**src/common/ppm_pkg.sv**
```systemverilog
// constants, register map and helpers of the port pin multiplexer
// Function
// - port 0 bits 0 and 7 are inputs only, bits 1 to 6 bidirectional
// - ports 0-3, 5-7, 12, 13 set each pin direction by its own bit
// - ports 0-7 pull-up only on input pins enabled in low option reg
// - ports 12 and 13 input pull-ups come from the high option reg
// - port 1 pin used as analog input always has its pull-up off
// - port 4 direction is one bit for all eight pins, in mode reg
// - any falling edge on a port 4 pin sets the test flag
// - expansion mode: port 4 is low address/data bus, no pull-ups
// - expansion mode: port 5 drives high address byte, no pull-ups
// - expansion mode: port 6 bits 4-7 are read, write, wait, latch
// - port 6 bits 0-3 open drain; pull-ups only bits 4-7 as inputs
// - expansion without wait leaves port 6 bit 6 a normal port pin
// - each interrupt input detects rising, falling or both edges
// - a valid edge on interrupt input 0 or 1 is a capture trigger
// - port 0 bit 1 gives capture trigger, bit 0 timer count clock
// - port 12 in control mode shows real-time data taken on trigger
// - port or control mode is chosen per pin, except on port 4
// - the system reset is active low and resets the block
`default_nettype none
package ppm_pkg;
  // ************************************************************
  // sizes and port slots
  // ************************************************************
  localparam int NPORT = 10;
  localparam int PW    = 8;
  localparam int AW    = 6;
  localparam int IDX_W = 4;
  localparam int NINTP = 7;
  localparam int P0 = 0, P1 = 1, P2 = 2, P3 = 3, P4 = 4, P5 = 5;
  localparam int P6 = 6, P7 = 7, P12 = 8, P13 = 9;
  localparam logic [PW-1:0] PORT_MASK [NPORT] = '{8'hFF, 8'hFF, 8'hFF,
    8'hFF, 8'hFF, 8'hFF, 8'hFF, 8'h07, 8'hFF, 8'h03};

  // ************************************************************
  // register offsets and fields
  // ************************************************************
  localparam logic [AW-1:0] OFF_LATCH = 6'h00; // plus port slot
  localparam logic [AW-1:0] OFF_DIR   = 6'h10; // plus port slot
  localparam logic [AW-1:0] OFF_CTL   = 6'h20; // plus port slot
  localparam logic [AW-1:0] OFF_PULLUP_OPTION_LOW_REGISTER  = 6'h30;
  localparam logic [AW-1:0] OFF_PULLUP_OPTION_HIGH_REGISTER  = 6'h31;
  localparam logic [AW-1:0] OFF_MM    = 6'h32;
  localparam logic [AW-1:0] OFF_FLAG  = 6'h33;
  localparam logic [AW-1:0] OFF_RISE  = 6'h34;
  localparam logic [AW-1:0] OFF_FALL  = 6'h35;
  localparam int MM_P4_IN = 0, MM_EXP = 1, MM_WAIT = 2;
  localparam int PULLUP_OPTION_HIGH_REGISTER_P12 = 0, PULLUP_OPTION_HIGH_REGISTER_P13 = 1;
  localparam int FLAG_BIT = 0;
  localparam int TI_CLK_BIT = 0, TI_CAP_BIT = 1;
  localparam int P6_RD = 4, P6_WR = 5, P6_WAIT = 6, P6_ADDRESS_LATCH_STROBE = 7;
  localparam logic [PW-1:0]    P0_IN_ONLY    = 8'h81;
  localparam logic [PW-1:0]    P6_OD_MASK    = 8'h0F;
  localparam logic [NINTP-1:0] INTP_CAP_MASK = 7'h03;

  // ************************************************************
  // reset values
  // ************************************************************
  localparam logic [PW-1:0] DIR_RST   = 8'hFF;
  localparam logic [PW-1:0] MM_RST    = 8'h01;
  localparam logic [PW-1:0] P4_PREV_R = 8'hFF;

  // per-port register window: upper bits hit base, slot in range
  function automatic logic port_reg(input logic [AW-1:0] a,
                                    input logic [AW-1:0] base);
    return (a[AW-1:IDX_W] == base[AW-1:IDX_W]) &&
           (a[IDX_W-1:0] < IDX_W'(NPORT));
  endfunction : port_reg

  // direction bits that software may change in one port
  function automatic logic [PW-1:0] dir_wmask(input logic [IDX_W-1:0] i);
    return PORT_MASK[i] & ((i == IDX_W'(P0)) ? ~P0_IN_ONLY : '1);
  endfunction : dir_wmask
endpackage : ppm_pkg
`default_nettype wire

```
**src/common/ppm_edge_if.sv**
```systemverilog
// edge detector request group between the multiplexer and its detector
`default_nettype none
interface ppm_edge_if #(parameter int N = 7);
  logic [N-1:0] sample;
  logic [N-1:0] rise_en;
  logic [N-1:0] fall_en;
  logic [N-1:0] hit;
  modport det (input sample, input rise_en, input fall_en, output hit);
  modport src (output sample, output rise_en, output fall_en, input hit);
endinterface : ppm_edge_if
`default_nettype wire

```
**src/design/ppm_edge_det.sv**
```systemverilog
// edge detector for the external interrupt request inputs
`default_nettype none
module ppm_edge_det
  import ppm_pkg::*;
#(
  parameter int N = NINTP
) (
  // clock, reset and enable
  input  wire logic sys_clk,
  input  wire logic rst_n,
  input  wire logic ce,
  // edge request group
  ppm_edge_if.det   e
);
  logic [N-1:0] prev_q;
  logic [N-1:0] hit_d;

  // rising, falling or both, chosen per input by the two enables
  assign hit_d = (e.rise_en & ~prev_q & e.sample) |
                 (e.fall_en & prev_q & ~e.sample);

  // hit is a one-cycle pulse while ce stays high
  always_ff @(posedge sys_clk or negedge rst_n) begin
    if (!rst_n) begin
      prev_q <= '0;
      e.hit  <= '0;
    end else if (ce) begin
      prev_q <= e.sample;
      e.hit  <= hit_d;
    end
  end
endmodule : ppm_edge_det
`default_nettype wire

```
**src/design/ppm_top.sv**
```systemverilog
// pin multiplexer for all ports: registers, drive, pull-ups and edges
//
// Design decisions made here: the placing of the registers and the strobed register port.
`default_nettype none
module ppm_top
  import ppm_pkg::*;
(
  // clock, reset and enable
  input  wire logic                     sys_clk,
  input  wire logic                     rst_n,
  input  wire logic                     ce,
  // register port
  input  wire logic [AW-1:0]            reg_addr,
  input  wire logic [PW-1:0]            reg_wdata,
  input  wire logic                     reg_wr,
  input  wire logic                     reg_rd,
  output logic      [PW-1:0]            reg_rdata,
  // pins
  input  wire logic [NPORT-1:0][PW-1:0] pin_in,
  output logic      [NPORT-1:0][PW-1:0] pin_out,
  output logic      [NPORT-1:0][PW-1:0] pin_oe,
  output logic      [NPORT-1:0][PW-1:0] pin_pu,
  // alternate functions of serial, timer and clock blocks
  input  wire logic [NPORT-1:0][PW-1:0] alt_out,
  input  wire logic [NPORT-1:0][PW-1:0] alt_oe,
  // real-time output source
  input  wire logic [PW-1:0]            rt_data,
  input  wire logic                     rt_trigger,
  // external memory bus
  input  wire logic [2*PW-1:0]          exp_addr,
  input  wire logic [PW-1:0]            exp_ad_out,
  input  wire logic                     exp_ad_oe,
  input  wire logic                     exp_rd_n,
  input  wire logic                     exp_wr_n,
  input  wire logic                     address_latch_strobe,
  output logic      [PW-1:0]            low_addr_data_bus_in,
  output logic                          exp_wait_n,
  // interrupt and timer inputs
  output logic      [NINTP-1:0]         intp_req,
  output logic                          timer16_capture_pulse,
  output logic                          timer16_count_clock_input,
  output logic                          capture_trigger_input,
  output logic                          falling_edge_test_flag
);
  // ************************************************************
  // state and decode
  // ************************************************************
  logic [NPORT-1:0][PW-1:0] latch_q;
  logic [NPORT-1:0][PW-1:0] dir_q;
  logic [NPORT-1:0][PW-1:0] ctl_q;
  logic [NPORT-1:0][PW-1:0] out_d;
  logic [NPORT-1:0][PW-1:0] oe_d;
  logic [NPORT-1:0][PW-1:0] pu_d;
  logic [NPORT-1:0][PW-1:0] view;
  logic [PW-1:0]            pullup_option_low_register_q;
  logic [PW-1:0]            pullup_option_high_register_q;
  logic [PW-1:0]            mm_q;
  logic [PW-1:0]            rise_q;
  logic [PW-1:0]            fall_q;
  logic [PW-1:0]            rt_q;
  logic [PW-1:0]            p4_prev_q;
  logic [PW-1:0]            rd_mux;
  logic [PW-1:0]            p6_ctl_val;
  logic [PW-1:0]            rdata_q;
  logic [IDX_W-1:0]         idx;
  logic                     flag_q;
  logic                     exp_mode;
  logic                     wait_en;
  logic                     p4_fall;
  logic                     wr_latch;
  logic                     wr_dir;
  logic                     wr_ctl;
  logic                     wr_flag;

  ppm_edge_if #(.N(NINTP)) eif ();

  // write strobes for the latch, direction, control and flag registers
  assign idx      = reg_addr[IDX_W-1:0];
  assign wr_latch = reg_wr && port_reg(reg_addr, OFF_LATCH);
  assign wr_dir   = reg_wr && port_reg(reg_addr, OFF_DIR);
  assign wr_ctl   = reg_wr && port_reg(reg_addr, OFF_CTL);
  assign wr_flag  = reg_wr && (reg_addr == OFF_FLAG);
  assign exp_mode = mm_q[MM_EXP];
  assign wait_en  = mm_q[MM_WAIT];
  assign p4_fall  = |(p4_prev_q & ~pin_in[P4]);

  // bus strobes on port 6 bits 4 to 7; bit 6 is the wait input
  assign p6_ctl_val = {address_latch_strobe, 1'b0, exp_wr_n, exp_rd_n,
                       4'h0};

  // read mux; unmapped addresses read as zero
  assign rd_mux =
    port_reg(reg_addr, OFF_LATCH) ? view[idx]  :
    port_reg(reg_addr, OFF_DIR)   ? dir_q[idx] :
    port_reg(reg_addr, OFF_CTL)   ? ctl_q[idx] :
    (reg_addr == OFF_PULLUP_OPTION_LOW_REGISTER)        ? pullup_option_low_register_q     :
    (reg_addr == OFF_PULLUP_OPTION_HIGH_REGISTER)        ? pullup_option_high_register_q     :
    (reg_addr == OFF_MM)          ? mm_q       :
    (reg_addr == OFF_FLAG)        ? PW'(flag_q) :
    (reg_addr == OFF_RISE)        ? rise_q     :
    (reg_addr == OFF_FALL)        ? fall_q     : '0;

  // ************************************************************
  // software registers
  // ************************************************************
  // per-port latch, direction and mode; bits beyond a port stay reset
  always_ff @(posedge sys_clk or negedge rst_n) begin
    if (!rst_n) begin
      latch_q <= '0;
      dir_q   <= {NPORT{DIR_RST}};
      ctl_q   <= '0;
    end else if (ce) begin
      if (wr_latch)
        latch_q[idx] <= reg_wdata & PORT_MASK[idx];
      if (wr_dir)
        dir_q[idx] <= (reg_wdata & dir_wmask(idx)) |
                      (DIR_RST & ~dir_wmask(idx));
      if (wr_ctl)
        ctl_q[idx] <= reg_wdata & PORT_MASK[idx];
    end
  end

  // option, mode and edge select registers
  always_ff @(posedge sys_clk or negedge rst_n) begin
    if (!rst_n) begin
      pullup_option_low_register_q <= '0;
      pullup_option_high_register_q <= '0;
      mm_q   <= MM_RST;
      rise_q <= '0;
      fall_q <= '0;
    end else if (ce && reg_wr) begin
      if (reg_addr == OFF_PULLUP_OPTION_LOW_REGISTER) pullup_option_low_register_q <= reg_wdata;
      if (reg_addr == OFF_PULLUP_OPTION_HIGH_REGISTER) pullup_option_high_register_q <= reg_wdata;
      if (reg_addr == OFF_MM)   mm_q   <= reg_wdata;
      if (reg_addr == OFF_RISE) rise_q <= reg_wdata;
      if (reg_addr == OFF_FALL) fall_q <= reg_wdata;
    end
  end

  // test flag: an edge in the clearing cycle wins over the clear
  always_ff @(posedge sys_clk or negedge rst_n) begin
    if (!rst_n) begin
      flag_q    <= 1'b0;
      p4_prev_q <= P4_PREV_R;
    end else if (ce) begin
      p4_prev_q <= pin_in[P4];
      flag_q    <= p4_fall ||
                   (flag_q && !(wr_flag && !reg_wdata[FLAG_BIT]));
    end
  end

  // real-time data only moves on the trigger, not on writes
  always_ff @(posedge sys_clk or negedge rst_n) begin
    if (!rst_n)
      rt_q <= '0;
    else if (ce && rt_trigger)
      rt_q <= rt_data;
  end

  // ************************************************************
  // per-pin drive, value and pull-up
  // ************************************************************
  for (genvar k = 0; k < NPORT; k++) begin : g_port
    for (genvar b = 0; b < PW; b++) begin : g_bit
      localparam bit PRESENT = PORT_MASK[k][b];
      localparam bit LIVE = PRESENT && !(k == P0 && P0_IN_ONLY[b]);
      localparam bit ANA  = (k == P1) || (k == P13);
      localparam bit CIN  = ANA || (k == P0);
      localparam bit OD   = (k == P6) && P6_OD_MASK[b];
      localparam bit WPIN = (k == P6) && (b == P6_WAIT);
      localparam bit EXPB = (k == P4) || (k == P5) ||
                            ((k == P6) && (b >= P6_RD));
      localparam int PUI  = (k <= P7) ? k :
                            ((k == P12) ? PULLUP_OPTION_HIGH_REGISTER_P12 : PULLUP_OPTION_HIGH_REGISTER_P13);
      logic exp_on;
      logic ctl_on;
      logic pu_en;
      logic drv;
      logic val;

      // bus roles take the pin; bit 6 only when wait is in use
      assign exp_on = exp_mode && EXPB && (wait_en || !WPIN);
      // port 4 has no per-pin control mode
      assign ctl_on = ctl_q[k][b] && !exp_on && (k != P4);
      // low option reg for ports 0 to 7, high one for 12 and 13
      assign pu_en  = (k <= P7) ? pullup_option_low_register_q[PUI] : pullup_option_high_register_q[PUI];

      // input-only bits never drive; control inputs stay released
      assign drv = !LIVE  ? 1'b0 :
        exp_on ? ((k == P4) ? exp_ad_oe : !WPIN) :
        ctl_on ? (CIN ? 1'b0 : ((k == P12) ? 1'b1 : alt_oe[k][b])) :
        ((k == P4) ? !mm_q[MM_P4_IN] : !dir_q[k][b]);

      assign val = exp_on ?
        ((k == P4) ? exp_ad_out[b] :
         (k == P5) ? exp_addr[PW+b] : p6_ctl_val[b]) :
        ctl_on ? ((k == P12) ? rt_q[b] : alt_out[k][b]) :
        latch_q[k][b];

      // open-drain bits only pull low
      assign out_d[k][b] = OD ? 1'b0 : val;
      assign oe_d[k][b]  = drv && !(OD && val);
      // bus roles, analog use and open drain force pull-up off
      assign pu_d[k][b]  = PRESENT && !drv && pu_en && !OD &&
                           !exp_on && !(ctl_on && ANA);
      // reads see the latch on driven pins, the pin otherwise
      assign view[k][b]  = drv ? latch_q[k][b] : pin_in[k][b];
    end
  end

  // ************************************************************
  // interrupt edges and timer inputs
  // ************************************************************
  assign eif.sample  = pin_in[P0][NINTP-1:0];
  assign eif.rise_en = rise_q[NINTP-1:0] & ctl_q[P0][NINTP-1:0];
  assign eif.fall_en = fall_q[NINTP-1:0] & ctl_q[P0][NINTP-1:0];

  ppm_edge_det #(.N(NINTP)) ppm_edge_det_i (
    .sys_clk (sys_clk),
    .rst_n   (rst_n),
    .ce      (ce),
    .e       (eif.det)
  );

  assign intp_req              = eif.hit;
  assign timer16_capture_pulse = |(eif.hit & INTP_CAP_MASK);
  assign falling_edge_test_flag = flag_q;
  assign reg_rdata             = rdata_q;

  // ************************************************************
  // registered outputs
  // ************************************************************
  // pins and timer levels are retimed so every output but timer16_capture_pulse is a flop
  always_ff @(posedge sys_clk or negedge rst_n) begin
    if (!rst_n) begin
      pin_out                   <= '0;
      pin_oe                    <= '0;
      pin_pu                    <= '0;
      rdata_q                   <= '0;
      low_addr_data_bus_in      <= '0;
      exp_wait_n                <= 1'b1;
      timer16_count_clock_input <= 1'b0;
      capture_trigger_input     <= 1'b0;
    end else if (ce) begin
      pin_out              <= out_d;
      pin_oe               <= oe_d;
      pin_pu               <= pu_d;
      rdata_q              <= reg_rd ? rd_mux : '0;
      low_addr_data_bus_in <= pin_in[P4];
      exp_wait_n           <= pin_in[P6][P6_WAIT] || !wait_en;
      timer16_count_clock_input <=
        pin_in[P0][TI_CLK_BIT] && ctl_q[P0][TI_CLK_BIT];
      capture_trigger_input <=
        pin_in[P0][TI_CAP_BIT] && ctl_q[P0][TI_CAP_BIT];
    end
  end
endmodule : ppm_top
`default_nettype wire

```
**config.mk**
```make
export PLATFORM = sky130hd
export DESIGN_NAME = ppm_top
export DESIGN_NICKNAME = d
export VERILOG_FILES = /design/src/common/ppm_pkg.sv /design/src/common/ppm_edge_if.sv /design/src/design/ppm_edge_det.sv /design/src/design/ppm_top.sv
export SDC_FILE = /design/constraint.sdc
export NUM_CORES = 1
export LEC_CHECK = 0
export BUFFER_PORTS_ARGS = -buffer_cell sky130_fd_sc_hd__buf_2
export CELL_PAD_IN_SITES_DETAIL_PLACEMENT = 0
export CELL_PAD_IN_SITES_GLOBAL_PLACEMENT = 1
export CORE_MARGIN = 1.5
export CORE_UTILIZATION = 45
export CTS_CLUSTER_SIZE = 30
export DETAILED_ROUTE_END_ITERATION = 8
export PLACE_DENSITY_LB_ADDON = 0.1
export SYNTH_ARGS = -nofsm -noshare
export SYNTH_HDL_FRONTEND = slang
export SYNTH_SLANG_ARGS = --single-unit
```
**constraint.sdc**
```tcl
create_clock -name sys_clk -period 3.1 [get_ports sys_clk]
set_clock_uncertainty 0.1 [all_clocks]
set_input_delay 0.31 -clock sys_clk [delete_from_list [all_inputs] [get_ports sys_clk]]
set_output_delay 0.31 -clock sys_clk [all_outputs]
set_load 0.02 [all_outputs]
```
==> results_tabular.tex, run 1 <==
\begin{tabular}{lr}
\hline
Metric & Value \\
\hline
\multicolumn{2}{l}{\textbf{Critical path}} \\
\quad Critical setup path kind & flop to flop \\
\quad Crit path DAT & about 3.3 ns \\
\quad Req. time, crit path & 3.46 ns \\
\quad Peak fanout along the critical path & 12 \\
\quad CP max stage delay & roughly 0.80 ns \\
\quad Slowest stage cell on the critical path & sky130\_fd\_sc\_hd\_\_o311ai\_0 \\
\quad List of cells traversed by the critical path & and2\_1 > or2\_2 > o311ai\_0 > o32ai\_1 > a221oi\_1 > o22ai\_1 \\
\quad Type of destination of the critical path & flop \\
\quad Crit start category & flop \\
\multicolumn{2}{l}{\textbf{Logic synthesis}} \\
\quad Number of unique standard cell types used by synthesis & 70 \\
\quad Number of warnings issued by yosys & 0 \\
\quad Sequential area share after synthesis & 0.544 \\
\quad Number of synthesized flops with an enable pin & 0 \\
\quad Number of flip-flops and latches in the synthesized netlist & 523 \\
\quad Mapped Cells & 2295 \\
\quad Cell area after synthesis & around 24000 µm² \\
\quad Top FF cell, synth & sky130\_fd\_sc\_hd\_\_dfrtp\_1 \\
\quad Average instance area after synthesis & 10.6 µm² \\
\quad Async S/R FF share, synth & 1.00 \\
\multicolumn{2}{l}{\textbf{Clocking}} \\
\quad Cell at the root of the clock tree & sky130\_fd\_sc\_hd\_\_clkbuf\_16 \\
\quad Number of clock sinks & 523 \\
\quad Resized cells post-CTS & 0 \\
\quad Max H-tree Level & 2 \\
\quad Number of setup buffers added after CTS & 0 \\
\quad CTS tree & done \\
\quad Insertion delay to the later sink of the worst-skew pair & 0.62 ns \\
\quad Clock transition at the register clock pins on the worst setup and hold paths after CTS & roughly 0.060 ns \\
\quad Cts-stage hold buffer count & roughly 120 \\
\quad Num CTS Buffers & 57 \\
\quad CTS Buffer Depth & 3 \\
\multicolumn{2}{l}{\textbf{Finish}} \\
\quad Finished Core Util & 0.579 \\
\quad Nets & 3200 \\
\quad Leading cell type in the layout, fill and taps excluded & sky130\_fd\_sc\_hd\_\_buf\_2 \\
\quad Share of layout cells above drive strength 1 & 0.321 \\
\quad Filler cell count & $\sim$4700 \\
\quad Most frequent cells in the layout & 459 x sky130\_fd\_sc\_hd\_\_buf\_2, 432 x sky130\_fd\_sc\_hd\_\_dfrtp\_1, 278 x sky130\_fd\_sc\_hd\_\_o21ai\_0 \\
\quad Layout Area Growth over Synthesis & 26.3\% \\
\quad Post-Layout Cell Count & 3643 \\
\multicolumn{2}{l}{\textbf{Detailed routing}} \\
\quad Vias/cell & 5.64 \\
\quad DRC Markers & 0 \\
\quad Antenna violation net count after detailed routing & 0 \\
\quad 1st-iter DRT viols & 1494 \\
\quad Average routed wire per standard cell & 25.9 µm \\
\quad Vias after detailed routing & 20600 \\
\quad Total Wirelength & 94.4 mm \\
\quad Number of iterations in the first detailed-routing pass & 6 \\
\multicolumn{2}{l}{\textbf{Power}} \\
\quad Sw power & a little under 5 mW \\
\quad Total leakage power & 13.8 nW \\
\quad Sequential share of power & 0.455 \\
\quad Net switching share of the total power & 0.285 \\
\quad Power per Cell Area & 557 nW/µm² \\
\quad Part of the power in the clock network & 0.391 \\
\quad Sum of internal, switching and leakage power & 17.1 mW \\
\quad Internal power component & 12.2 mW \\
\quad Fraction of power consumed by combinational cells & 0.154 \\
\quad Peak supply drop & around 480 µV \\
\multicolumn{2}{l}{\textbf{Floorplan}} \\
\quad Top-level port count & $\sim$560 \\
\quad Initial Util & 0.458 \\
\quad Floorplan die height & 235 µm \\
\quad Floorplan row count & 84 \\
\quad Area of the die & between 50000 and 60000 µm² \\
\quad Chip Width & 235 µm \\
\quad Core box area & around 53000 µm² \\
\multicolumn{2}{l}{\textbf{STA}} \\
\quad Final Critical Period & about 3 ns \\
\quad Setup repair after global routing missed its margin & no \\
\quad Actual slew at the worst max-slew pin & 1.09 ns \\
\quad Final total negative setup slack & 0 ns \\
\quad Final Hold Violating Endpoints & 0 \\
\quad Final critical-path share of the clock period & 0.958 \\
\quad Final Max Slew Viols & 0 \\
\quad Number of setup violations in the final report & 0 \\
\quad Highest clock rate & 0.337 GHz \\
\quad Relative slew slack & 0.276 \\
\multicolumn{2}{l}{\textbf{Placement}} \\
\quad Routability-driven placement congestion ratio & 0.938 \\
\quad Dpl hpwl & roughly 71 mm \\
\quad Port Buf Inserts & 462 \\
\quad Total placed cells including tap cells & 3415 \\
\multicolumn{2}{l}{\textbf{Run status}} \\
\quad Status & finished, final reports clean \\
\multicolumn{2}{l}{\textbf{Hold path}} \\
\quad Hold WC Path Type & primary input to flop \\
\multicolumn{2}{l}{\textbf{GRT}} \\
\quad Largest net degree at the start of global routing & 143 \\
\quad Wire length of the first global-routing pass & 137 mm \\
\quad Initial antenna violation count & 6 \\
\quad Number of global-route vias before repair & 20300 \\
\quad Overall routing resource usage & 0.338 \\
\quad Total global routing overflow & 0 \\
\multicolumn{2}{l}{\textbf{Job}} \\
\quad Max Cap Viol & 0 \\
\hline
\end{tabular}
-- layout make-up --
class / instances / area, µm² / share of cell area
multi-input cells: 1528 / 9890 / 0.322
diodes: 2 / 5.00 / 0.000163
clock inverters: 18 / 146 / 0.00477
well taps: 688 / 861 / 0.0281
repair buffers: 694 / 4510 / 0.147
flip-flops and latches: 523 / 13200 / 0.431
inverters: 100 / 375 / 0.0122
clock buffers: 90 / 1670 / 0.0546
-- synth_stat cells (4+ instances only) --
cell	count	area share
sky130_fd_sc_hd__nand2_1	264	0.041
sky130_fd_sc_hd__nor3_2	4	0.0016
sky130_fd_sc_hd__dfstp_2	90	0.097
sky130_fd_sc_hd__buf_6	5	0.0023
sky130_fd_sc_hd__o22ai_1	34	0.0088
sky130_fd_sc_hd__nand3_1	46	0.0095
sky130_fd_sc_hd__dfrtp_1	433	0.45
sky130_fd_sc_hd__nand2b_1	23	0.0059
sky130_fd_sc_hd__mux2_2	151	0.070
sky130_fd_sc_hd__a221o_1	5	0.0021
sky130_fd_sc_hd__and2_1	27	0.0070
sky130_fd_sc_hd__o32a_1	4	0.0016
sky130_fd_sc_hd__nand3b_1	7	0.0022
sky130_fd_sc_hd__o211ai_1	5	0.0015
sky130_fd_sc_hd__nand4b_1	5	0.0018
sky130_fd_sc_hd__a311o_1	4	0.0016
sky130_fd_sc_hd__a21oi_1	126	0.026
sky130_fd_sc_hd__mux4_2	22	0.020
sky130_fd_sc_hd__clkbuf_1	88	0.014
sky130_fd_sc_hd__inv_1	99	0.015
sky130_fd_sc_hd__or2_2	7	0.0018
sky130_fd_sc_hd__o21ai_0	278	0.057
sky130_fd_sc_hd__a22oi_1	11	0.0034
sky130_fd_sc_hd__buf_2	17	0.0035
sky130_fd_sc_hd__a2111oi_0	5	0.0018
sky130_fd_sc_hd__buf_4	56	0.017
sky130_fd_sc_hd__o32ai_1	10	0.0036
sky130_fd_sc_hd__a221oi_1	12	0.0043
sky130_fd_sc_hd__nor2b_1	12	0.0031
sky130_fd_sc_hd__o221ai_1	7	0.0025
sky130_fd_sc_hd__mux2i_1	163	0.067
sky130_fd_sc_hd__nor2_1	178	0.028
sky130_fd_sc_hd__buf_1	9	0.0014
sky130_fd_sc_hd__a211oi_1	29	0.0090
sky130_fd_sc_hd__o211a_1	6	0.0025
-- layer usage --
layer,GRT usage,part of all wire,routed length [µm],vias to the layer above
li1,-,-,-,9221
met1,0.472,0.44,41700,10300
met2,0.520,0.45,42400,838
met3,0.0770,0.076,7210,177
met4,0.116,0.033,3110,6
met5,0,0.00039,37,-
-- final timing paths --
| kind | from | end | slack (ns) | depth (start not counted) |
|---|---|---|---|---|
| max reg2reg | mm_q[1] | reg_rdata[2] | 0.13 | 6 |
| max in group asynchronous | rst_n | dir_q[5] | 1.71 | 3 |
| max | mm_q[1] | reg_rdata[2] | 0.13 | 6 |
| min reg2reg | dir_q[39] | dir_q[39] | 0.38 | 2 |
| min | alt_oe[49] | pin_oe[49] | 0.04 | 4 |
| min in group asynchronous | rst_n | low_addr_data_bus_in[7] | 0.14 | 2 |
-- cell families after synthesis --
group,synth area share
buf+inv,0.0536
compound gates,0.137
simple gates,0.108
mux,0.158
other cells,0.000154
flops,0.544
-- critical path, delay by kind of cell (launching register included) --
| family | cells | cell delay, ns |
|---|---|---|
| AOI/OAI and AO/OA | 4 | 1.57 |
| DFF | 1 | 0.53 |
| and+or+nand+nor | 2 | 0.62 |
-- flip-flops by register name (all words and copies together), names as in the netlist, 7 cells and up --
signal,cells
rise_q,8
p4_prev_q,8
latch_q,80
fall_q,8
pin_pu,57
pin_out,76
dir_q,80
ppm_edge_det_i.prev_q,7
pin_oe,60
mm_q,8
rt_q,8
pullup_option_low_register_q,8
low_addr_data_bus_in,8
ctl_q,80
reg_rdata,8
ppm_edge_det_i.e.hit,7
pullup_option_high_register_q,8
-- per-stage QoR --
| step | setup slack, ns | hold slack (ns) | cell area, µm² |
|---|---|---|---|
| floorplan | 1.02 | -0.0856 | 24400 |
| global placement | 0.326 | 0.224 | 27700 |
| detailed placement | 0.322 | 0.223 | 27700 |
| CTS | 0.272 | 0.00412 | 30700 |
| global route | 0.128 | 0.0266 | 30700 |
| finish | 0.129 | 0.0395 | 30700 |
-- power groups by stage --
stage / Combinational (mW) / Sequential [mW] / Clock [mW]
CTS: 2.62 / 7.77 / 6.78
global placement: 2.46 / 7.87 / 0
finish: 2.63 / 7.77 / 6.68
detailed placement: 2.49 / 7.88 / 0
floorplan: 1.15 / 7.97 / 0
global route: 2.81 / 7.83 / 7.02
Power figures use the tool's default switching activity.
==> run 2, diff against run 1 <==
--- a/config.mk
+++ b/config.mk
@@ -8,7 +8,7 @@
 export BUFFER_PORTS_ARGS = -buffer_cell sky130_fd_sc_hd__buf_2
 export CELL_PAD_IN_SITES_DETAIL_PLACEMENT = 0
 export CELL_PAD_IN_SITES_GLOBAL_PLACEMENT = 1
-export CORE_MARGIN = 1.5
+export CORE_MARGIN = 3
 export CORE_UTILIZATION = 45
 export CTS_CLUSTER_SIZE = 30
 export DETAILED_ROUTE_END_ITERATION = 8
==> results_tabular.tex, run 2 (synthesized netlist as in run 1, its figures left out) <==
\begin{tabular}{lr}
\hline
Metric & Value \\
\hline
\multicolumn{2}{l}{\textbf{Clocking}} \\
\quad Number of clock sinks & 523 \\
\quad Cell at the root of the clock tree & sky130\_fd\_sc\_hd\_\_clkbuf\_16 \\
\quad Insertion delay to the later sink of the worst-skew pair & 0.63 ns \\
\quad Cts-stage hold buffer count & between 100 and 150 \\
\quad CTS Buffer Depth & 3 \\
\quad Resized cells post-CTS & 0 \\
\quad CTS tree & done \\
\quad Num CTS Buffers & 55 \\
\quad Max H-tree Level & 2 \\
\quad Number of setup buffers added after CTS & 0 \\
\quad Clock transition at the register clock pins on the worst setup and hold paths after CTS & about 0.060 ns \\
\multicolumn{2}{l}{\textbf{Power}} \\
\quad Sequential share of power & 0.448 \\
\quad Sw power & 4.92 mW \\
\quad Internal power component & roughly 12 mW \\
\quad Power per Cell Area & 564 nW/µm² \\
\quad Total leakage power & between 10 and 15 nW \\
\quad Net switching share of the total power & 0.284 \\
\quad Part of the power in the clock network & 0.400 \\
\quad Peak supply drop & 453 µV \\
\quad Sum of internal, switching and leakage power & approximately 17 mW \\
\quad Fraction of power consumed by combinational cells & 0.151 \\
\multicolumn{2}{l}{\textbf{GRT}} \\
\quad Largest net degree at the start of global routing & 138 \\
\quad Number of global-route vias before repair & 20300 \\
\quad Initial antenna violation count & 8 \\
\quad Total global routing overflow & 0 \\
\quad Overall routing resource usage & 0.332 \\
\quad Wire length of the first global-routing pass & around 140 mm \\
\multicolumn{2}{l}{\textbf{Finish}} \\
\quad Finished Core Util & 0.580 \\
\quad Nets & 3200 \\
\quad Largest registers & ctl\_q: 80 flops, dir\_q: 80 flops, latch\_q: 80 flops \\
\quad Seq. cell area & 13200 µm² \\
\quad Area of all placed cells without fillers & 30700 µm² \\
\quad Share of layout cells above drive strength 1 & 0.324 \\
\quad Total area of multi-input combinational cells & 9890 µm² \\
\quad Filler cell count & $\sim$4700 \\
\quad Layout Area Growth over Synthesis & 26.6\% \\
\quad Diode count & 0 \\
\quad Most frequent cells in the layout & 459 x sky130\_fd\_sc\_hd\_\_buf\_2, 432 x sky130\_fd\_sc\_hd\_\_dfrtp\_1, 278 x sky130\_fd\_sc\_hd\_\_o21ai\_0 \\
\quad Leading cell type in the layout, fill and taps excluded & sky130\_fd\_sc\_hd\_\_buf\_2 \\
\multicolumn{2}{l}{\textbf{Run status}} \\
\quad Status & finished, final reports clean \\
\multicolumn{2}{l}{\textbf{Detailed routing}} \\
\quad Number of iterations in the first detailed-routing pass & 5 \\
\quad Vias/cell & 5.65 \\
\quad Total Wirelength & 95.6 mm \\
\quad Vias after detailed routing & 20600 \\
\quad DRC Markers & 0 \\
\quad Average routed wire per standard cell & between 20 and 30 µm \\
\quad 1st-iter DRT viols & 1695 \\
\quad Antenna violation net count after detailed routing & 0 \\
\multicolumn{2}{l}{\textbf{Placement}} \\
\quad Routability-driven placement congestion ratio & 0.961 \\
\quad Port Buf Inserts & 462 \\
\quad Dpl hpwl & between 70 and 80 mm \\
\quad Post-detailed-placement cell area & 27700 µm² \\
\multicolumn{2}{l}{\textbf{STA}} \\
\quad Relative slew slack & 0.325 \\
\quad Actual slew at the worst max-slew pin & 1.01 ns \\
\quad Number of setup violations in the final report & 0 \\
\quad Final total negative setup slack & 0 ns \\
\quad Min Hold Slack & 0.0304 ns \\
\quad Final Critical Period & 2.82 ns \\
\quad Highest clock rate & 0.354 GHz \\
\quad Final Hold Violating Endpoints & 0 \\
\quad Final critical-path share of the clock period & 0.911 \\
\quad Setup repair after global routing missed its margin & no \\
\quad Final Max Slew Viols & 0 \\
\multicolumn{2}{l}{\textbf{Floorplan}} \\
\quad Initial Util & 0.458 \\
\quad Top-level port count & between 500 and 600 \\
\quad Chip Width & 238 µm \\
\quad Core box area & 53000 µm² \\
\quad Floorplan row count & 84 \\
\quad Floorplan die height & 238 µm \\
\quad Area of the die & 56800 µm² \\
\multicolumn{2}{l}{\textbf{Critical path}} \\
\quad Critical setup path kind & flop to flop \\
\quad Type of destination of the critical path & flop \\
\quad Crit path DAT & roughly 3.2 ns \\
\quad Req. time, crit path & 3.49 ns \\
\quad Crit start category & flop \\
\quad Peak fanout along the critical path & 3 \\
\multicolumn{2}{l}{\textbf{Hold path}} \\
\quad Hold WC Path Type & primary input to flop \\
\multicolumn{2}{l}{\textbf{Job}} \\
\quad Max Cap Viol & 0 \\
\hline
\end{tabular}
-- run 2: changes by cell type in the layout (fill, tap and decap cells not counted), moves of 2 or more --
| cell | change |
|---|---|
| sky130_fd_sc_hd__clkbuf_1 | -9 |
| sky130_fd_sc_hd__diode_2 | -2 |
| sky130_fd_sc_hd__clkbuf_8 | +5 |
| sky130_fd_sc_hd__clkinvlp_4 | -2 |
| sky130_fd_sc_hd__bufinv_16 | +3 |
| sky130_fd_sc_hd__buf_4 | +3 |
| sky130_fd_sc_hd__clkbuf_16 | -3 |
-- run 2: critical path, cell delays in order (launching register included) --
cell and delay (ns):
sky130_fd_sc_hd__dfstp_2 0.56, sky130_fd_sc_hd__nor2_1 0.04, sky130_fd_sc_hd__a21oi_1 0.51, sky130_fd_sc_hd__mux2i_1 0.63
sky130_fd_sc_hd__o221ai_1 0.28, sky130_fd_sc_hd__a221oi_1 0.42, sky130_fd_sc_hd__a211oi_1 0.13
-- run 2: worst paths after layout --
path / end / depth (start not counted) / slack (ns) / start
hold reg to reg: ctl_q[35] / 2 / 0.37 / ctl_q[35]
min in group asynchronous: low_addr_data_bus_in[7] / 2 / 0.21 / rst_n
setup reg to reg: reg_rdata[1] / 6 / 0.28 / dir_q[17]
hold / removal: pin_oe[48] / 4 / 0.03 / alt_oe[48]
max in group asynchronous: pin_out[15] / 3 / 1.74 / rst_n
setup / recovery: reg_rdata[1] / 6 / 0.28 / dir_q[17]
-- run 2: stage by stage --
stage	instances	setup slack, ns
finish	3639	0.276
global route	3639	0.244
CTS	3639	0.409
detailed placement	3418	0.266
global placement	3418	0.265
floorplan	2326	1.02
-- run 2: power by group through the flow --
stage | clock, mW | combinational [mW] | sequential (mW)
global placement | 0 | 2.46 | 7.86
finish | 6.94 | 2.62 | 7.77
detailed placement | 0 | 2.48 | 7.88
CTS | 7.03 | 2.61 | 7.76
global route | 7.31 | 2.81 | 7.82
floorplan | 0 | 1.15 | 7.97
-- run 2: per-layer routing --
layer,share of wire,GRT usage,vias up,routed length [µm]
met5,0.00050,0,-,48
met4,0.022,0.0856,8,2120
met3,0.072,0.0594,126,6920
met2,0.46,0.517,805,43600
met1,0.45,0.483,10400,42900
li1,-,-,9224,-
-- run 2: cell type report --
type,instances,share of cell area
clock buffers,83,0.0531
clock inverters,21,0.00822
inverters,100,0.0122
multi-input cells,1528,0.322
flip-flops and latches,523,0.430
well taps,688,0.0280
repair buffers,696,0.147
==> run 3, diff against run 2 <==
--- a/config.mk
+++ b/config.mk
@@ -5,11 +5,12 @@
 export SDC_FILE = /design/constraint.sdc
 export NUM_CORES = 1
 export LEC_CHECK = 0
+export ABC_AREA = 1
 export BUFFER_PORTS_ARGS = -buffer_cell sky130_fd_sc_hd__buf_2
 export CELL_PAD_IN_SITES_DETAIL_PLACEMENT = 0
 export CELL_PAD_IN_SITES_GLOBAL_PLACEMENT = 1
 export CORE_MARGIN = 3
-export CORE_UTILIZATION = 45
+export CORE_UTILIZATION = 43
 export CTS_CLUSTER_SIZE = 30
 export DETAILED_ROUTE_END_ITERATION = 8
 export PLACE_DENSITY_LB_ADDON = 0.1
==> results_tabular.tex, run 3 <==
\begin{tabular}{lr}
\hline
Metric & Value \\
\hline
\multicolumn{2}{l}{\textbf{Run status}} \\
\quad Status & finished, final reports clean \\
\multicolumn{2}{l}{\textbf{Clocking}} \\
\quad CTS Buffer Depth & 3 \\
\quad Number of setup buffers added after CTS & 0 \\
\quad Num CTS Buffers & 58 \\
\quad Max H-tree Level & 2 \\
\quad Number of clock sinks & 523 \\
\quad CTS tree & done \\
\quad Cell at the root of the clock tree & sky130\_fd\_sc\_hd\_\_clkbuf\_16 \\
\quad Clock transition at the register clock pins on the worst setup and hold paths after CTS & 0.06 ns \\
\quad Insertion delay to the later sink of the worst-skew pair & 0.63 ns \\
\multicolumn{2}{l}{\textbf{Critical path}} \\
\quad CP max stage delay & 0.57 ns \\
\quad Peak fanout along the critical path & 10 \\
\quad Crit start category & flop \\
\quad Crit path DAT & 2.88 ns \\
\quad Type of destination of the critical path & flop \\
\quad Critical setup path kind & flop to flop \\
\quad Req. time, crit path & 3.57 ns \\
\quad Slowest stage cell on the critical path & sky130\_fd\_sc\_hd\_\_dfrtp\_1 \\
\quad List of cells traversed by the critical path & clkinv\_1 > nand2\_2 > nand2\_1 > o21ai\_0 > nand2\_1 > nor2\_1 > nand2\_1 > nand2\_1 > nand3\_1 > nand2\_1 \\
\quad CP most frequent cell & sky130\_fd\_sc\_hd\_\_nand2\_1 \\
\multicolumn{2}{l}{\textbf{Detailed routing}} \\
\quad Number of iterations in the first detailed-routing pass & 6 \\
\quad Vias/cell & 5.32 \\
\quad Vias after detailed routing & 24100 \\
\quad 1st-iter DRT viols & 2340 \\
\quad Total Wirelength & 99.6 mm \\
\quad Average routed wire per standard cell & 22.0 µm \\
\quad Antenna violation net count after detailed routing & 0 \\
\quad DRC Markers & 0 \\
\multicolumn{2}{l}{\textbf{GRT}} \\
\quad Number of global-route vias before repair & 22700 \\
\quad Overall routing resource usage & 0.322 \\
\quad Initial antenna violation count & 10 \\
\quad Total global routing overflow & 0 \\
\quad Wire length of the first global-routing pass & 146 mm \\
\quad Largest net degree at the start of global routing & 100 \\
\multicolumn{2}{l}{\textbf{Placement}} \\
\quad Setup Slack @ Placement & 0.422 ns \\
\quad Dpl hpwl & 74.6 mm \\
\quad Total placed cells including tap cells & 4296 \\
\quad Routability-driven placement congestion ratio & 0.946 \\
\quad Port Buf Inserts & 462 \\
\multicolumn{2}{l}{\textbf{Logic synthesis}} \\
\quad Sequential area share after synthesis & 0.529 \\
\quad Number of unique standard cell types used by synthesis & 41 \\
\quad Average instance area after synthesis & 7.95 µm² \\
\quad Number of synthesized flops with an enable pin & 0 \\
\quad Mapped Cells & 3135 \\
\quad Most numerous cell in the Yosys netlist & sky130\_fd\_sc\_hd\_\_nand2\_1 \\
\quad Async S/R FF share, synth & 1.00 \\
\quad Most numerous cell types in the synthesized netlist & 1031 x sky130\_fd\_sc\_hd\_\_nand2\_1, 433 x sky130\_fd\_sc\_hd\_\_dfrtp\_1, 409 x sky130\_fd\_sc\_hd\_\_o21ai\_0 \\
\quad Cell area after synthesis & 24900 µm² \\
\quad Share of the synthesized area in the top cell type & 0.435 \\
\quad Yosys top cell by area & sky130\_fd\_sc\_hd\_\_dfrtp\_1 \\
\quad Number of warnings issued by yosys & 0 \\
\quad Most area-consuming cells after synthesis & sky130\_fd\_sc\_hd\_\_dfrtp\_1 43\%, sky130\_fd\_sc\_hd\_\_nand2\_1 16\%, sky130\_fd\_sc\_hd\_\_dfstp\_2 9.5\% \\
\quad Top FF cell, synth & sky130\_fd\_sc\_hd\_\_dfrtp\_1 \\
\quad Number of flip-flops and latches in the synthesized netlist & 523 \\
\multicolumn{2}{l}{\textbf{Finish}} \\
\quad Share of layout cells above drive strength 1 & 0.215 \\
\quad Finished Core Util & 0.552 \\
\quad Layout Area Growth over Synthesis & 25.8\% \\
\quad Leading cell type in the layout, fill and taps excluded & sky130\_fd\_sc\_hd\_\_nand2\_1 \\
\quad Nets & $\sim$4000 \\
\quad Post-Layout Cell Count & between 4000 and 5000 \\
\quad Largest registers & ctl\_q: 80 flops, dir\_q: 80 flops, latch\_q: 80 flops \\
\quad Filler cell count & 5510 \\
\quad Most frequent cells in the layout & 1031 x sky130\_fd\_sc\_hd\_\_nand2\_1, 460 x sky130\_fd\_sc\_hd\_\_buf\_2, 433 x sky130\_fd\_sc\_hd\_\_dfrtp\_1 \\
\multicolumn{2}{l}{\textbf{Power}} \\
\quad Fraction of power consumed by combinational cells & 0.161 \\
\quad Sw power & 5.28 mW \\
\quad Net switching share of the total power & 0.295 \\
\quad Peak supply drop & 416 µV \\
\quad Part of the power in the clock network & 0.397 \\
\quad Total leakage power & 15.8 nW \\
\quad Power per Cell Area & 571 nW/µm² \\
\quad Sequential share of power & 0.442 \\
\quad Internal power component & 12.6 mW \\
\multicolumn{2}{l}{\textbf{Floorplan}} \\
\quad Floorplan die height & 247 µm \\
\quad Core box area & 56800 µm² \\
\quad Top-level port count & 564 \\
\quad Initial Util & 0.439 \\
\quad Chip Width & 247 µm \\
\quad Area of the die & 60900 µm² \\
\quad Floorplan row count & 87 \\
\multicolumn{2}{l}{\textbf{STA}} \\
\quad Final total negative setup slack & 0 ns \\
\quad Min Hold Slack & 0.0190 ns \\
\quad Number of setup violations in the final report & 0 \\
\quad Highest clock rate & about 0.41 GHz \\
\quad Final Max Slew Viols & 0 \\
\quad Slack of the critical path & between 0.6 and 0.7 ns \\
\quad Setup repair after global routing missed its margin & no \\
\quad Relative slew slack & 0.169 \\
\quad Final critical-path share of the clock period & 0.779 \\
\quad Final Hold Violating Endpoints & 0 \\
\quad Final Critical Period & around 2.4 ns \\
\quad Actual slew at the worst max-slew pin & 1.25 ns \\
\multicolumn{2}{l}{\textbf{Hold path}} \\
\quad Hold WC Path Type & primary input to flop \\
\multicolumn{2}{l}{\textbf{Job}} \\
\quad Max Cap Viol & 0 \\
\hline
\end{tabular}
-- run 3: worst paths after layout --
check	from	cells past startpoint	slack (ns)	to
min in group asynchronous	rst_n	2	0.19	latch_q[78]
max reg2reg	mm_q[1]	10	0.69	reg_rdata[0]
min	alt_oe[49]	4	0.02	pin_oe[49]
max in group asynchronous	rst_n	3	1.77	dir_q[23]
max	mm_q[1]	10	0.69	reg_rdata[0]
min reg2reg	dir_q[59]	2	0.35	dir_q[59]
-- run 3: power by group through the flow --
stage	clock network [mW]	logic [mW]	registers, mW
floorplan	0	1.24	8.17
global placement	0	2.72	8.00
detailed placement	0	2.75	8.02
CTS	7.18	2.88	7.91
global route	7.49	3.15	7.98
finish	7.10	2.89	7.92
-- run 3: area by class of cell --
cell class / count / area (µm²) / share of cell area
sequential: 523 / 13200 / 0.421
multi-input combinational: 2200 / 9890 / 0.315
timing repair buffer: 668 / 4340 / 0.138
clock buffer: 91 / 1760 / 0.0561
inverter: 273 / 1030 / 0.0330
tap: 756 / 946 / 0.0301
clock inverter: 17 / 190 / 0.00606
antenna: 6 / 15.0 / 0.000479
-- run 3: repair_timing --
item | 4_1_cts | 5_1_grt
endpoints found under the setup margin | 0 | 0
hold buffers | 124 | 0
endpoints found under the hold margin | 227 | 0
gates resized for setup | 0 | 0
-- run 3: cell families after synthesis --
family	synth area share
simple gates	0.257
flops	0.529
other cells	0.000150
buf+inv	0.0786
mux	0.00361
compound gates	0.131
-- run 3: per-layer routing --
layer  up-vias  part of all wire  global-route usage
met5         -           0.00038                   0
li1      11200                 -                   -
met2      1022              0.45               0.495
met3       123             0.095              0.0682
met4         6             0.022              0.0723
met1     11800              0.43               0.469
-- run 3: metrics by stage --
step | area [µm²] | total power, mW
floorplan | 25000 | 9.41
global placement | 28200 | 10.7
detailed placement | 28200 | 10.8
CTS | 31400 | 18.0
global route | 31400 | 18.6
finish | 31400 | 17.9
-- run 3: worst max-delay path: cells and delay by family, from the launching register on --
kind	cells	cell delay, ns
buffers and inverters	1	0.21
and+or+nand+nor	8	1.00
AOI/OAI and AO/OA	1	0.45
DFF	1	0.57
